**src/design/rtc_time_map.svh**
```systemverilog
// Offsets, field positions, reset values and wrap limits of the time counters
`ifndef RTC_TIME_MAP_SVH
`define RTC_TIME_MAP_SVH

// ----------------------------------------------------------------------
// Register offsets
// ----------------------------------------------------------------------
`define RTC_OFS_SEC      8'h02
`define RTC_OFS_MIN      8'h03
`define RTC_OFS_HOUR     8'h04
`define RTC_OFS_DAY      8'h05
`define RTC_OFS_WDAY     8'h06
`define RTC_OFS_MONTH    8'h07
`define RTC_OFS_YEAR     8'h08

// ----------------------------------------------------------------------
// Field positions and write masks
// ----------------------------------------------------------------------
`define RTC_FLAG_BIT     7
`define RTC_CENT_BIT     7
`define RTC_MASK_SEC     8'h7F
`define RTC_MASK_MIN     8'h7F
`define RTC_MASK_HOUR    8'h3F
`define RTC_MASK_DAY     8'h3F
`define RTC_MASK_MONTH   8'h1F
`define RTC_MASK_YEAR    8'hFF

// ----------------------------------------------------------------------
// Wrap limits and first values (BCD)
// ----------------------------------------------------------------------
`define RTC_SEC_LAST     8'h59
`define RTC_MIN_LAST     8'h59
`define RTC_HOUR_LAST    8'h23
`define RTC_WDAY_LAST    3'h6
`define RTC_MONTH_LAST   8'h12
`define RTC_YEAR_LAST    8'h99
`define RTC_FIRST_DAY    8'h01
`define RTC_FIRST_MONTH  8'h01
`define RTC_FEBRUARY     8'h02
`define RTC_DAYS_LEAP    8'h29
`define RTC_DAYS_FEB     8'h28
`define RTC_DAYS_SHORT   8'h30
`define RTC_DAYS_LONG    8'h31

// ----------------------------------------------------------------------
// Reset values
// ----------------------------------------------------------------------
`define RTC_RST_FLAG     1'h1
`define RTC_RST_ZERO     8'h00
`define RTC_RST_CENT     1'h0

`endif

```
**src/design/rtc_time_pkg.sv**
```systemverilog
// Types and BCD helpers shared by the time counter files
package rtc_time_pkg;

  // --------------------------------------------------------------------
  // Types
  // --------------------------------------------------------------------
  typedef enum logic [2:0] {
    SUNDAY    = 3'h0,
    MONDAY    = 3'h1,
    TUESDAY   = 3'h2,
    WEDNESDAY = 3'h3,
    THURSDAY  = 3'h4,
    FRIDAY    = 3'h5,
    SATURDAY  = 3'h6
  } weekday_t;

  typedef enum logic [1:0] {
    ST_RUN  = 2'h0,
    ST_HOLD = 2'h1,
    ST_PEND = 2'h3
  } hold_state_t;

  // --------------------------------------------------------------------
  // Helpers
  // --------------------------------------------------------------------
  function automatic logic [7:0] bcd_inc(input logic [7:0] v);
    if (v[3:0] == 4'h9)
      bcd_inc = {v[7:4] + 4'h1, 4'h0};
    else
      bcd_inc = {v[7:4], v[3:0] + 4'h1};
  endfunction

endpackage

```
**src/design/rtc_time_counters.sv**
```systemverilog
// Time and date counter registers with integrity flag and access freeze
//
// Functional notes
// - Integrity flag lives in seconds bit 7, 1 means suspect, reads 1 at reset.
// - Seconds kept in BCD, tens in bits 6..4 (0-5), units 3..0.
// - Supply below low-voltage threshold sets the integrity flag.
// - Integrity flag stays set until the host writes it clear.
// - Oscillator stop also sets the integrity flag.
// - Minutes kept in BCD, tens bits 6..4, units 3..0, bit 7 zero.
// - Hours kept in BCD, tens bits 5..4 (0-2), bits 7..6 zero.
// - Day of month in BCD, tens bits 5..4 (0-3), bits 7..6 zero.
// - February gets day 29 when the year is divisible by four.
// - Weekday is three bits, counts 0 to 6, host may write 7, upper bits read zero.
// - Weekday default coding Sunday 0 through Saturday 6.
// - Month bit 7 is century flag, toggled on year 99 to 00.
// - Month in BCD 1-12, tens bit 4, bits 6..5 zero.
// - Year register at 08h holds two BCD digits 00 to 99.
// - Host access freezes counting; one tick is kept and applied afterwards.
`include "rtc_time_map.svh"

module rtc_time_counters (
  // Clock and reset
  input  wire logic       mclk,
  input  wire logic       reset_n,
  // Time base and monitors
  input  wire logic       tick_1hz,
  input  wire logic       supply_low,
  input  wire logic       osc_stopped,
  // Register port from the serial target
  input  wire logic       access_active,
  input  wire logic [7:0] reg_addr,
  input  wire logic       reg_wr,
  input  wire logic [7:0] reg_wdata,
  output logic      [7:0] reg_rdata,
  // Status
  output logic            clock_integrity_lost
);

  // --------------------------------------------------------------------
  // State
  // --------------------------------------------------------------------
  rtc_time_pkg::hold_state_t state_q;
  rtc_time_pkg::hold_state_t state_d;
  logic                      step;
  logic                      flag_q;
  logic                      flag_d;
  logic [7:0]                sec_q;
  logic [7:0]                sec_d;
  logic [7:0]                min_q;
  logic [7:0]                min_d;
  logic [7:0]                hour_q;
  logic [7:0]                hour_d;
  logic [7:0]                day_q;
  logic [7:0]                day_d;
  logic [2:0]                wday_q;
  logic [2:0]                wday_d;
  logic [7:0]                month_q;
  logic [7:0]                month_d;
  logic [7:0]                year_q;
  logic [7:0]                year_d;
  logic                      cent_q;
  logic                      cent_d;
  logic [7:0]                rdata_d;
  logic [7:0]                sec_n;
  logic [7:0]                min_n;
  logic [7:0]                hour_n;
  logic [7:0]                day_n;
  logic [2:0]                wday_n;
  logic [7:0]                month_n;
  logic [7:0]                year_n;
  logic                      cent_n;

  // --------------------------------------------------------------------
  // Next time value
  // --------------------------------------------------------------------
  calendar_step u_step (
    .sec     (sec_q),
    .min     (min_q),
    .hour    (hour_q),
    .day     (day_q),
    .wday    (wday_q),
    .month   (month_q),
    .year    (year_q),
    .cent    (cent_q),
    .sec_n   (sec_n),
    .min_n   (min_n),
    .hour_n  (hour_n),
    .day_n   (day_n),
    .wday_n  (wday_n),
    .month_n (month_n),
    .year_n  (year_n),
    .cent_n  (cent_n)
  );

  // --------------------------------------------------------------------
  // Access freeze
  // --------------------------------------------------------------------
  // Only one tick is remembered; accesses over a second lose time
  always_comb begin
    state_d = state_q;
    step    = 1'b0;
    case (state_q)
      rtc_time_pkg::ST_RUN: begin
        if (access_active)
          state_d = tick_1hz ? rtc_time_pkg::ST_PEND
                             : rtc_time_pkg::ST_HOLD;
        else
          step = tick_1hz;
      end
      rtc_time_pkg::ST_HOLD: begin
        if (!access_active) begin
          state_d = rtc_time_pkg::ST_RUN;
          step    = tick_1hz;
        end else if (tick_1hz) begin
          state_d = rtc_time_pkg::ST_PEND;
        end
      end
      rtc_time_pkg::ST_PEND: begin
        if (!access_active) begin
          state_d = rtc_time_pkg::ST_RUN;
          step    = 1'b1;
        end
      end
      default: state_d = rtc_time_pkg::ST_RUN;
    endcase
  end

  // --------------------------------------------------------------------
  // Counters, flags and host writes
  // --------------------------------------------------------------------
  // A host write beats a same-cycle advance of the written field
  always_comb begin
    flag_d  = flag_q;
    sec_d   = sec_q;
    min_d   = min_q;
    hour_d  = hour_q;
    day_d   = day_q;
    wday_d  = wday_q;
    month_d = month_q;
    year_d  = year_q;
    cent_d  = cent_q;
    if (step) begin
      sec_d   = sec_n;
      min_d   = min_n;
      hour_d  = hour_n;
      day_d   = day_n;
      wday_d  = wday_n;
      month_d = month_n;
      year_d  = year_n;
      cent_d  = cent_n;
    end
    if (reg_wr) begin
      if (reg_addr == `RTC_OFS_SEC) begin
        flag_d = reg_wdata[`RTC_FLAG_BIT];
        sec_d  = reg_wdata & `RTC_MASK_SEC;
      end else if (reg_addr == `RTC_OFS_MIN) begin
        min_d = reg_wdata & `RTC_MASK_MIN;
      end else if (reg_addr == `RTC_OFS_HOUR) begin
        hour_d = reg_wdata & `RTC_MASK_HOUR;
      end else if (reg_addr == `RTC_OFS_DAY) begin
        day_d = reg_wdata & `RTC_MASK_DAY;
      end else if (reg_addr == `RTC_OFS_WDAY) begin
        wday_d = reg_wdata[2:0];
      end else if (reg_addr == `RTC_OFS_MONTH) begin
        month_d = reg_wdata & `RTC_MASK_MONTH;
        cent_d  = reg_wdata[`RTC_CENT_BIT];
      end else if (reg_addr == `RTC_OFS_YEAR) begin
        year_d = reg_wdata & `RTC_MASK_YEAR;
      end
    end
    // Setting wins over a clearing write in the same cycle
    if (supply_low || osc_stopped)
      flag_d = 1'b1;
  end

  // --------------------------------------------------------------------
  // Read mux
  // --------------------------------------------------------------------
  // Unmapped offsets read zero; data lags the address by one cycle
  always_comb begin
    if (reg_addr == `RTC_OFS_SEC)
      rdata_d = {flag_q, sec_q[6:0]};
    else if (reg_addr == `RTC_OFS_MIN)
      rdata_d = min_q;
    else if (reg_addr == `RTC_OFS_HOUR)
      rdata_d = hour_q;
    else if (reg_addr == `RTC_OFS_DAY)
      rdata_d = day_q;
    else if (reg_addr == `RTC_OFS_WDAY)
      rdata_d = {5'h00, wday_q};
    else if (reg_addr == `RTC_OFS_MONTH)
      rdata_d = {cent_q, 2'h0, month_q[4:0]};
    else if (reg_addr == `RTC_OFS_YEAR)
      rdata_d = year_q;
    else
      rdata_d = `RTC_RST_ZERO;
  end

  // --------------------------------------------------------------------
  // Registers
  // --------------------------------------------------------------------
  always_ff @(posedge mclk or negedge reset_n) begin
    if (!reset_n) begin
      state_q              <= rtc_time_pkg::ST_RUN;
      flag_q               <= `RTC_RST_FLAG;
      clock_integrity_lost <= `RTC_RST_FLAG;
      sec_q                <= `RTC_RST_ZERO;
      min_q                <= `RTC_RST_ZERO;
      hour_q               <= `RTC_RST_ZERO;
      day_q                <= `RTC_FIRST_DAY;
      wday_q               <= rtc_time_pkg::SUNDAY;
      month_q              <= `RTC_FIRST_MONTH;
      year_q               <= `RTC_RST_ZERO;
      cent_q               <= `RTC_RST_CENT;
      reg_rdata            <= `RTC_RST_ZERO;
    end else begin
      state_q              <= state_d;
      flag_q               <= flag_d;
      clock_integrity_lost <= flag_d;
      sec_q                <= sec_d;
      min_q                <= min_d;
      hour_q               <= hour_d;
      day_q                <= day_d;
      wday_q               <= wday_d;
      month_q              <= month_d;
      year_q               <= year_d;
      cent_q               <= cent_d;
      reg_rdata            <= rdata_d;
    end
  end
endmodule // rtc_time_counters

```
**src/design/calendar_step.sv**
```systemverilog
// One-second advance of the BCD time and calendar fields
`include "rtc_time_map.svh"

module calendar_step (
  // Present time
  input  wire logic [7:0] sec,
  input  wire logic [7:0] min,
  input  wire logic [7:0] hour,
  input  wire logic [7:0] day,
  input  wire logic [2:0] wday,
  input  wire logic [7:0] month,
  input  wire logic [7:0] year,
  input  wire logic       cent,
  // Time one second later
  output logic      [7:0] sec_n,
  output logic      [7:0] min_n,
  output logic      [7:0] hour_n,
  output logic      [7:0] day_n,
  output logic      [2:0] wday_n,
  output logic      [7:0] month_n,
  output logic      [7:0] year_n,
  output logic            cent_n
);

  // --------------------------------------------------------------------
  // Calendar helpers
  // --------------------------------------------------------------------
  // BCD year divisible by 4: even tens need 0/4/8, odd tens need 2/6
  function automatic logic is_leap(input logic [7:0] y);
    if (y[4])
      is_leap = (y[3:0] == 4'h2) || (y[3:0] == 4'h6);
    else
      is_leap = (y[3:0] == 4'h0) || (y[3:0] == 4'h4) || (y[3:0] == 4'h8);
  endfunction

  function automatic logic [7:0] last_day(input logic [7:0] m,
                                          input logic [7:0] y);
    if (m == `RTC_FEBRUARY)
      last_day = is_leap(y) ? `RTC_DAYS_LEAP : `RTC_DAYS_FEB;
    else if (m == 8'h04 || m == 8'h06 || m == 8'h09 || m == 8'h11)
      last_day = `RTC_DAYS_SHORT;
    else
      last_day = `RTC_DAYS_LONG;
  endfunction

  // --------------------------------------------------------------------
  // Carry chain
  // --------------------------------------------------------------------
  logic c_sec;
  logic c_min;
  logic c_hour;
  logic c_day;
  logic c_month;
  logic c_year;

  always_comb begin
    c_sec   = (sec == `RTC_SEC_LAST);
    c_min   = c_sec && (min == `RTC_MIN_LAST);
    c_hour  = c_min && (hour == `RTC_HOUR_LAST);
    c_day   = c_hour && (day == last_day(month, year));
    c_month = c_day && (month == `RTC_MONTH_LAST);
    c_year  = c_month && (year == `RTC_YEAR_LAST);

    sec_n = c_sec ? `RTC_RST_ZERO : rtc_time_pkg::bcd_inc(sec);
    min_n = min;
    if (c_sec)
      min_n = c_min ? `RTC_RST_ZERO : rtc_time_pkg::bcd_inc(min);
    hour_n = hour;
    if (c_min)
      hour_n = c_hour ? `RTC_RST_ZERO : rtc_time_pkg::bcd_inc(hour);
    day_n  = day;
    wday_n = wday;
    if (c_hour) begin
      day_n  = c_day ? `RTC_FIRST_DAY : rtc_time_pkg::bcd_inc(day);
      wday_n = (wday == `RTC_WDAY_LAST) ? 3'h0 : wday + 3'h1;
    end
    month_n = month;
    if (c_day)
      month_n = c_month ? `RTC_FIRST_MONTH
                        : rtc_time_pkg::bcd_inc(month);
    year_n = year;
    if (c_month)
      year_n = c_year ? `RTC_RST_ZERO : rtc_time_pkg::bcd_inc(year);
    cent_n = cent ^ c_year;
  end

endmodule // calendar_step

```
**config.mk**
```make
export PLATFORM = sky130hd
export DESIGN_NAME = rtc_time_counters
export DESIGN_NICKNAME = d
export VERILOG_FILES = /design/src/design/rtc_time_pkg.sv /design/src/design/rtc_time_counters.sv /design/src/design/calendar_step.sv
export VERILOG_INCLUDE_DIRS = /design/src /design/src/design
export SDC_FILE = /design/constraint.sdc
export NUM_CORES = 1
export LEC_CHECK = 0
export BUFFER_PORTS_ARGS = -buffer_cell sky130_fd_sc_hd__buf_2
export CORE_UTILIZATION = 45
export CTS_CLUSTER_SIZE = 20
export DETAILED_ROUTE_END_ITERATION = 7
export GPL_TIMING_DRIVEN = 0
export HOLD_SLACK_MARGIN = 0.08
export PLACE_DENSITY = 0.71
export SKIP_CTS_REPAIR_TIMING = 1
export SYNTH_ARGS = -nofsm -noshare
export SYNTH_HDL_FRONTEND = slang
export SYNTH_SLANG_ARGS = --single-unit
```
**constraint.sdc**
```tcl
create_clock -name mclk -period 7.4 [get_ports mclk]
set_clock_uncertainty 0.2 [all_clocks]
set_input_delay 0.74 -clock mclk [delete_from_list [all_inputs] [get_ports mclk]]
set_output_delay 0.74 -clock mclk [all_outputs]
set_load 0.01 [all_outputs]
```
==> impl_results.md, run 1 <==
- Max Clk Rate: 0.275 GHz
- Antenna diodes: 0
- RSZ-0062 raised after global routing: false
- Sw frac: 30.9%
- Vias in the first global route: between 3000 and 4000
- Pre-antenna DRT Iters: 6
- VDD IR max: between 100 and 150 uV
- GPL Wtd Cong: 0.908
- Fin area: 4740 sq um
- Clock power share: 36.0%
- Critical Path, Cell by Cell: ha_1 > nand3b_4 > or4_4 > buf_6 > or2_1 > buf_6 > or2_0 > or3_1 > buf_2 > clkbuf_1 > nand3b_1 > a31oi_1
- WP data required: between 7000 and 8000 ps
- Syn Std Cell Area: 4230 sq um
- Setup TNS: 0 ps
- Synthesis Warnings: 0
- CTS tree: built
- Clock sink count: 63
- FP Rows: 35
- Synth area leaders: dfrtp_1 35%, ha_1 5.9%, nor2_1 5.6%, a21oi_1 3.9%, nand2_1 3.9%
- Avg Synthesized Cell Area: around 8.4 sq um
- Fin. max-slew vios: 0
- Critical path class: reg -> reg
- I/O Buffers: 30
- Initial core utilization: 46.0%
- TritonCTS Buffers: 9
- Setup crit end kind: flip-flop
- Initial drt markers: 356
- First-pass GRT wire length: 19200 um
- Fin nets: 588
- Layout area overhead: 11.9%
- Dpl hpwl: 8620 um
- Hold Crit Class: in -> async
- CTS H-Tree Depth: 3
- Post-Syn Nets: 547
- Die X: 99 um
- Die area: 9800 sq um
- NetSw: 0.285 mW
- Leakage dissipation: 2.01 nW
- Most common cell on crit path: buf_6
- Vias per cell: about 6.2
- Layout cell share with drive strength beyond 1: 11.6%
- Root buf cell: clkbuf_8
- Later-pin clock latency in the skew report: approximately 350 ps
- Initial antenna violation count: 0
- Tightest Pin Transition: 817 ps
- FFs w/ async S/R, synth: 100%
- Wirelength per Cell: about 18 um
- Logic pwr share: between 10% and 20%
- Slowest CP cell: or4_4
- DR DRC count: 0
- DP Area: 4530 sq um
- Overflow left after global routing: 0
- Boundary Pins: 32
- Reg clk slew, reported paths: approximately 80 ps
- Post-synth cell types: 60
- Max Cap Violations: 0
- Setup-failing EPs final: 0
- Worst path buffer plus inverter count: 4
- Arr. time, crit path: about 3700 ps
- Top FF cell, synth: dfrtp_1
- Die Y: 99 um
- Critical path's top delay family: simple AND/OR/NAND/NOR gates
- Power Density: 195 nW/um^2
- Largest stage delay, worst path: around 500 ps
- Result of the run: finished clean
- Slew headroom: about 46%
- Seq/Total Area, Yosys: between 30% and 40%
- Int Power: 0.639 mW
- Number of vias in the routed layout: 4076
- Sequential Power Share: 46.9%
- Tcrit/Tclk final: about half
- Core area: a little over 9000 sq um
- Routed WL: 12000 um
- Area share of the largest cell type after synthesis: 35.5%
- Final hold vios: 0
- Post-synth EDFFs: 0
- Crit-path max FO: 10
- Yosys reg bits: between 60 and 70
- Max clock buf depth: 2
- Antenna-violating nets left: 0
- Final min period: 3640 ps
- Post-synth top area cell: dfrtp_1
- Top cells by count, synth: 63 x nor2_1, 60 x dfrtp_1, 44 x nand2_1
- Most instantiated library cell after synthesis: nor2_1
- Total GRT Usage: 25.4%
- CP startpoint kind: flip-flop
- Largest net degree at the start of global routing: 64
- Syn Inst Count: 504
worst register-to-register path: cells and delay by family, from the launching register on:
kind	cells	cell delay, ps
DFF	1	470
AOI/OAI and AO/OA	1	220
adders and majority gates	1	250
and+or+nand+nor	6	1650
buffers and inverters	4	760
path summary, 6_finish.rpt:
kind                       startpoint         end  slack, ps  cells past startpoint
max in group asynchronous     reset_n  month_q[2]       6180                      1
setup reg to reg             sec_q[0]   year_q[5]       3760                     12
hold / removal                reset_n    min_q[1]        290                      1
setup / recovery             sec_q[0]   year_q[5]       3760                     12
min in group mclk              flag_q      flag_q        300                      2
hold reg to reg                flag_q      flag_q        300                      2
registers in the layout (all words and copies together) (netlist names):
register   count
year_q         8
sec_q          8
day_q          8
cent_q         1
flag_q         1
month_q        8
state_q        2
wday_q         3
reg_rdata      8
hour_q         8
min_q          8
cell families (layout without fill, tap and decap cells):
logic type               count (synthesis)  in the layout  synth area share [%]
AND/OR/NAND/NOR                        214            214                  26.3
XOR/XNOR                                12             12                  2.48
flip-flops                              63             63                  37.3
adder cells (fa/ha/maj)                 20             20                  5.91
AO/OA/AOI/OAI                          135            135                  20.7
multiplexers                            10             10                  2.48
buffers and inverters                   50             96                  4.82
cell type report:
type,instances,area (sq um)
Timing Repair Buffer,30,153
Tap cell,111,139
Sequential cell,63,1580
Fill cell,869,4460
Clock inverter,6,83.8
Buffer,29,125
Inverter,21,78.8
Clock buffer,10,128
Multi-Input combinational cell,391,2450
power groups by stage:
stage	sequential (mW)	clock, mW	combinational (mW)
floorplan	0.423	0	0.112
global placement	0.437	0	0.150
detailed placement	0.440	0	0.156
CTS	0.433	0.336	0.157
global route	0.439	0.350	0.180
finish	0.434	0.332	0.158
through the flow:
step | hold WS (ps) | utilization (%) | instances | power [mW] | worst slack, ps
after CTS | 304 | 51.5 | 661 | 0.926 | 3790
final | 286 | 51.5 | 661 | 0.924 | 3760
after floorplan | 244 | - | 504 | 0.535 | 3990
after global placement | 286 | 49.2 | 645 | 0.586 | 3730
after detailed placement | 294 | 49.2 | 645 | 0.596 | 3700
after global routing | 345 | 51.5 | 661 | 0.969 | 3600
routing by layer:
metal | GRT usage [%] | up-vias | share of wire (%)
met1 | 33.3 | 1980 | 42
met2 | 42.0 | 152 | 48
met4 | 8.50 | 0 | 2.8
met3 | 4.82 | 28 | 8.0
li1 | - | 1916 | -
met5 | 0 | - | 0
cell usage in the layout, fill, tap and decap left out, types with 9 or more instances in the layout:
| cell | instances |
|---|---|
| nand2b_1 | 9 |
| dfrtp_1 | 60 |
| inv_1 | 21 |
| a31oi_1 | 16 |
| buf_2 | 30 |
| clkbuf_8 | 9 |
| nand2_1 | 44 |
| o31ai_1 | 10 |
| nor2_1 | 63 |
| o21ai_0 | 29 |
| nand4_1 | 9 |
| nor3_1 | 14 |
| a21oi_1 | 33 |
| ha_1 | 20 |
| clkbuf_1 | 27 |
| nand3_1 | 13 |
Note: power is estimated with default switching activity, not from simulation.
==> run 2: changes to the inputs <==
Clock period 7.4 ns to 3.7 ns, I/O delays scaled along.
==> impl_results.md, run 2 (synthesis results as in run 1) <==
- Result of the run: finished clean
- I/O Buffers: 30
- Cells after DPL: 645
- Worst hold stages: 3
- Dpl hpwl: between 8000 and 9000 um
- Util after Layout: 52.1%
- Top routing layer in use: met4
- Die area: approximately 9800 sq um
- Setup TNS: 0 ps
- Vias in the first global route: 3869
- R2r worst-path depth: 12
- Vias per cell: just over 6
- Layout cell share with drive strength beyond 1: 12.4%
- Commonest non-fill, non-tap cells in the layout: 63 x nor2_1, 59 x dfrtp_1, 44 x nand2_1
- CTS H-Tree Depth: 3
- Finished Layout Cells: 666
- Routed WL: 11900 um
- Initial antenna violation count: 0
- R2R Path Start: sec_q[5]
- Pre-antenna DRT Iters: 5
- Fin. max-slew vios: 0
- RSZ-0062 raised after global routing: false
- Tcrit/Tclk final: 97.3%
- DR DRC count: 0
- Critical path class: reg -> reg
- Die Y: 99 um
- Overflow left after global routing: 0
- Hold Crit Class: in -> reg
- Final hold vios: 0
- GPL Wtd Cong: 0.908
- Leakage dissipation: approximately 2 nW
- TritonCTS Buffers: 9
- Final min period: 3600 ps
- Root buf cell: clkbuf_8
- Die X: 99 um
- FP Rows: 35
- Arr. time, crit path: 3670 ps
- Antenna diodes: 0
- Setup WS post-layout: between 90 and 100 ps
- Setup crit end kind: flip-flop
- Later-pin clock latency in the skew report: 340 ps
- Largest net degree at the start of global routing: 64
- Reg clk slew, reported paths: ~70 ps
- Clock sink count: 63
- Slew headroom: 44.4%
- Setup WS pre-CTS: approximately 110 ps
- CTS tree: built
- Number of vias in the routed layout: ~4100
- Crit path from: sec_q[5]
- Max clock buf depth: 2
- Power Density: 388 nW/um^2
- Core area: 9200 sq um
- Boundary Pins: 32
- WHS: 69.7 ps
- Most common cell after layout, fill and taps aside: nor2_1
- Fin nets: 593
- Antenna-violating nets left: 0
- Max Cap Violations: 0
- Initial core utilization: 46.0%
- Met2 wire length: 5590 um
- Met3 wire len: between 900 and 1000 um
- Hold Path Origin: reg_wdata[7]
- Max Clk Rate: 0.278 GHz
- Met1 WL: 5080 um
- Total GRT Usage: 25.4%
- WP data required: 3760 ps
- First-pass GRT wire length: 19200 um
- Setup-failing EPs final: 0
- VDD IR max: 262 uV
- Layout area overhead: 13.1%
- Tightest Pin Transition: 832 ps
- Initial drt markers: ~360
- Crit-path max FO: 10
- CP startpoint kind: flip-flop
- Wirelength per Cell: 17.9 um
run 2: critical path, stage by stage, from the launching register on:
cell	delay, ps
dfrtp_1	410
inv_1	110
ha_1	150
nand3b_1	180
or4_4	470
buf_6	150
or2_1	250
buf_6	150
or2_0	230
or3_1	300
buf_2	200
or4_1	530
a31oi_1	180
run 2: worst paths after layout:
check,to,slack [ps]
min reg2reg,flag_q,300
min in group asynchronous,min_q[2],460
max in group asynchronous,sec_q[0],2270
max reg2reg,year_q[7],100
max,year_q[7],100
min,flag_q,70
run 2: metrics by stage:
stage / power, mW / cell area [sq um]
after floorplan: 1.07 / 4230
after global placement: 1.17 / 4520
after detailed placement: 1.19 / 4530
after CTS: 1.85 / 4740
after global routing: 1.95 / 4790
final: 1.86 / 4790
run 2: report_power, final:
part           switching (mW)  internal, mW
Combinational           0.184         0.147
Clock                   0.283         0.379
Sequential              0.103         0.763
run 2: layout make-up:
type / instances / area [sq um]
clock inverter: 6 / 83.8
multi-input combinational: 391 / 2450
clock buffer: 10 / 128
fill: 873 / 4410
buffer: 29 / 128
inverter: 21 / 78.8
tap: 111 / 139
sequential: 63 / 1580
timing repair buffer: 35 / 200
run 2: routing by layer:
metal	GRT usage, %	vias to the layer above
met5	0	-
met4	8.50	0
met3	4.82	30
met2	42.0	168
met1	33.3	1948
li1	-	1927
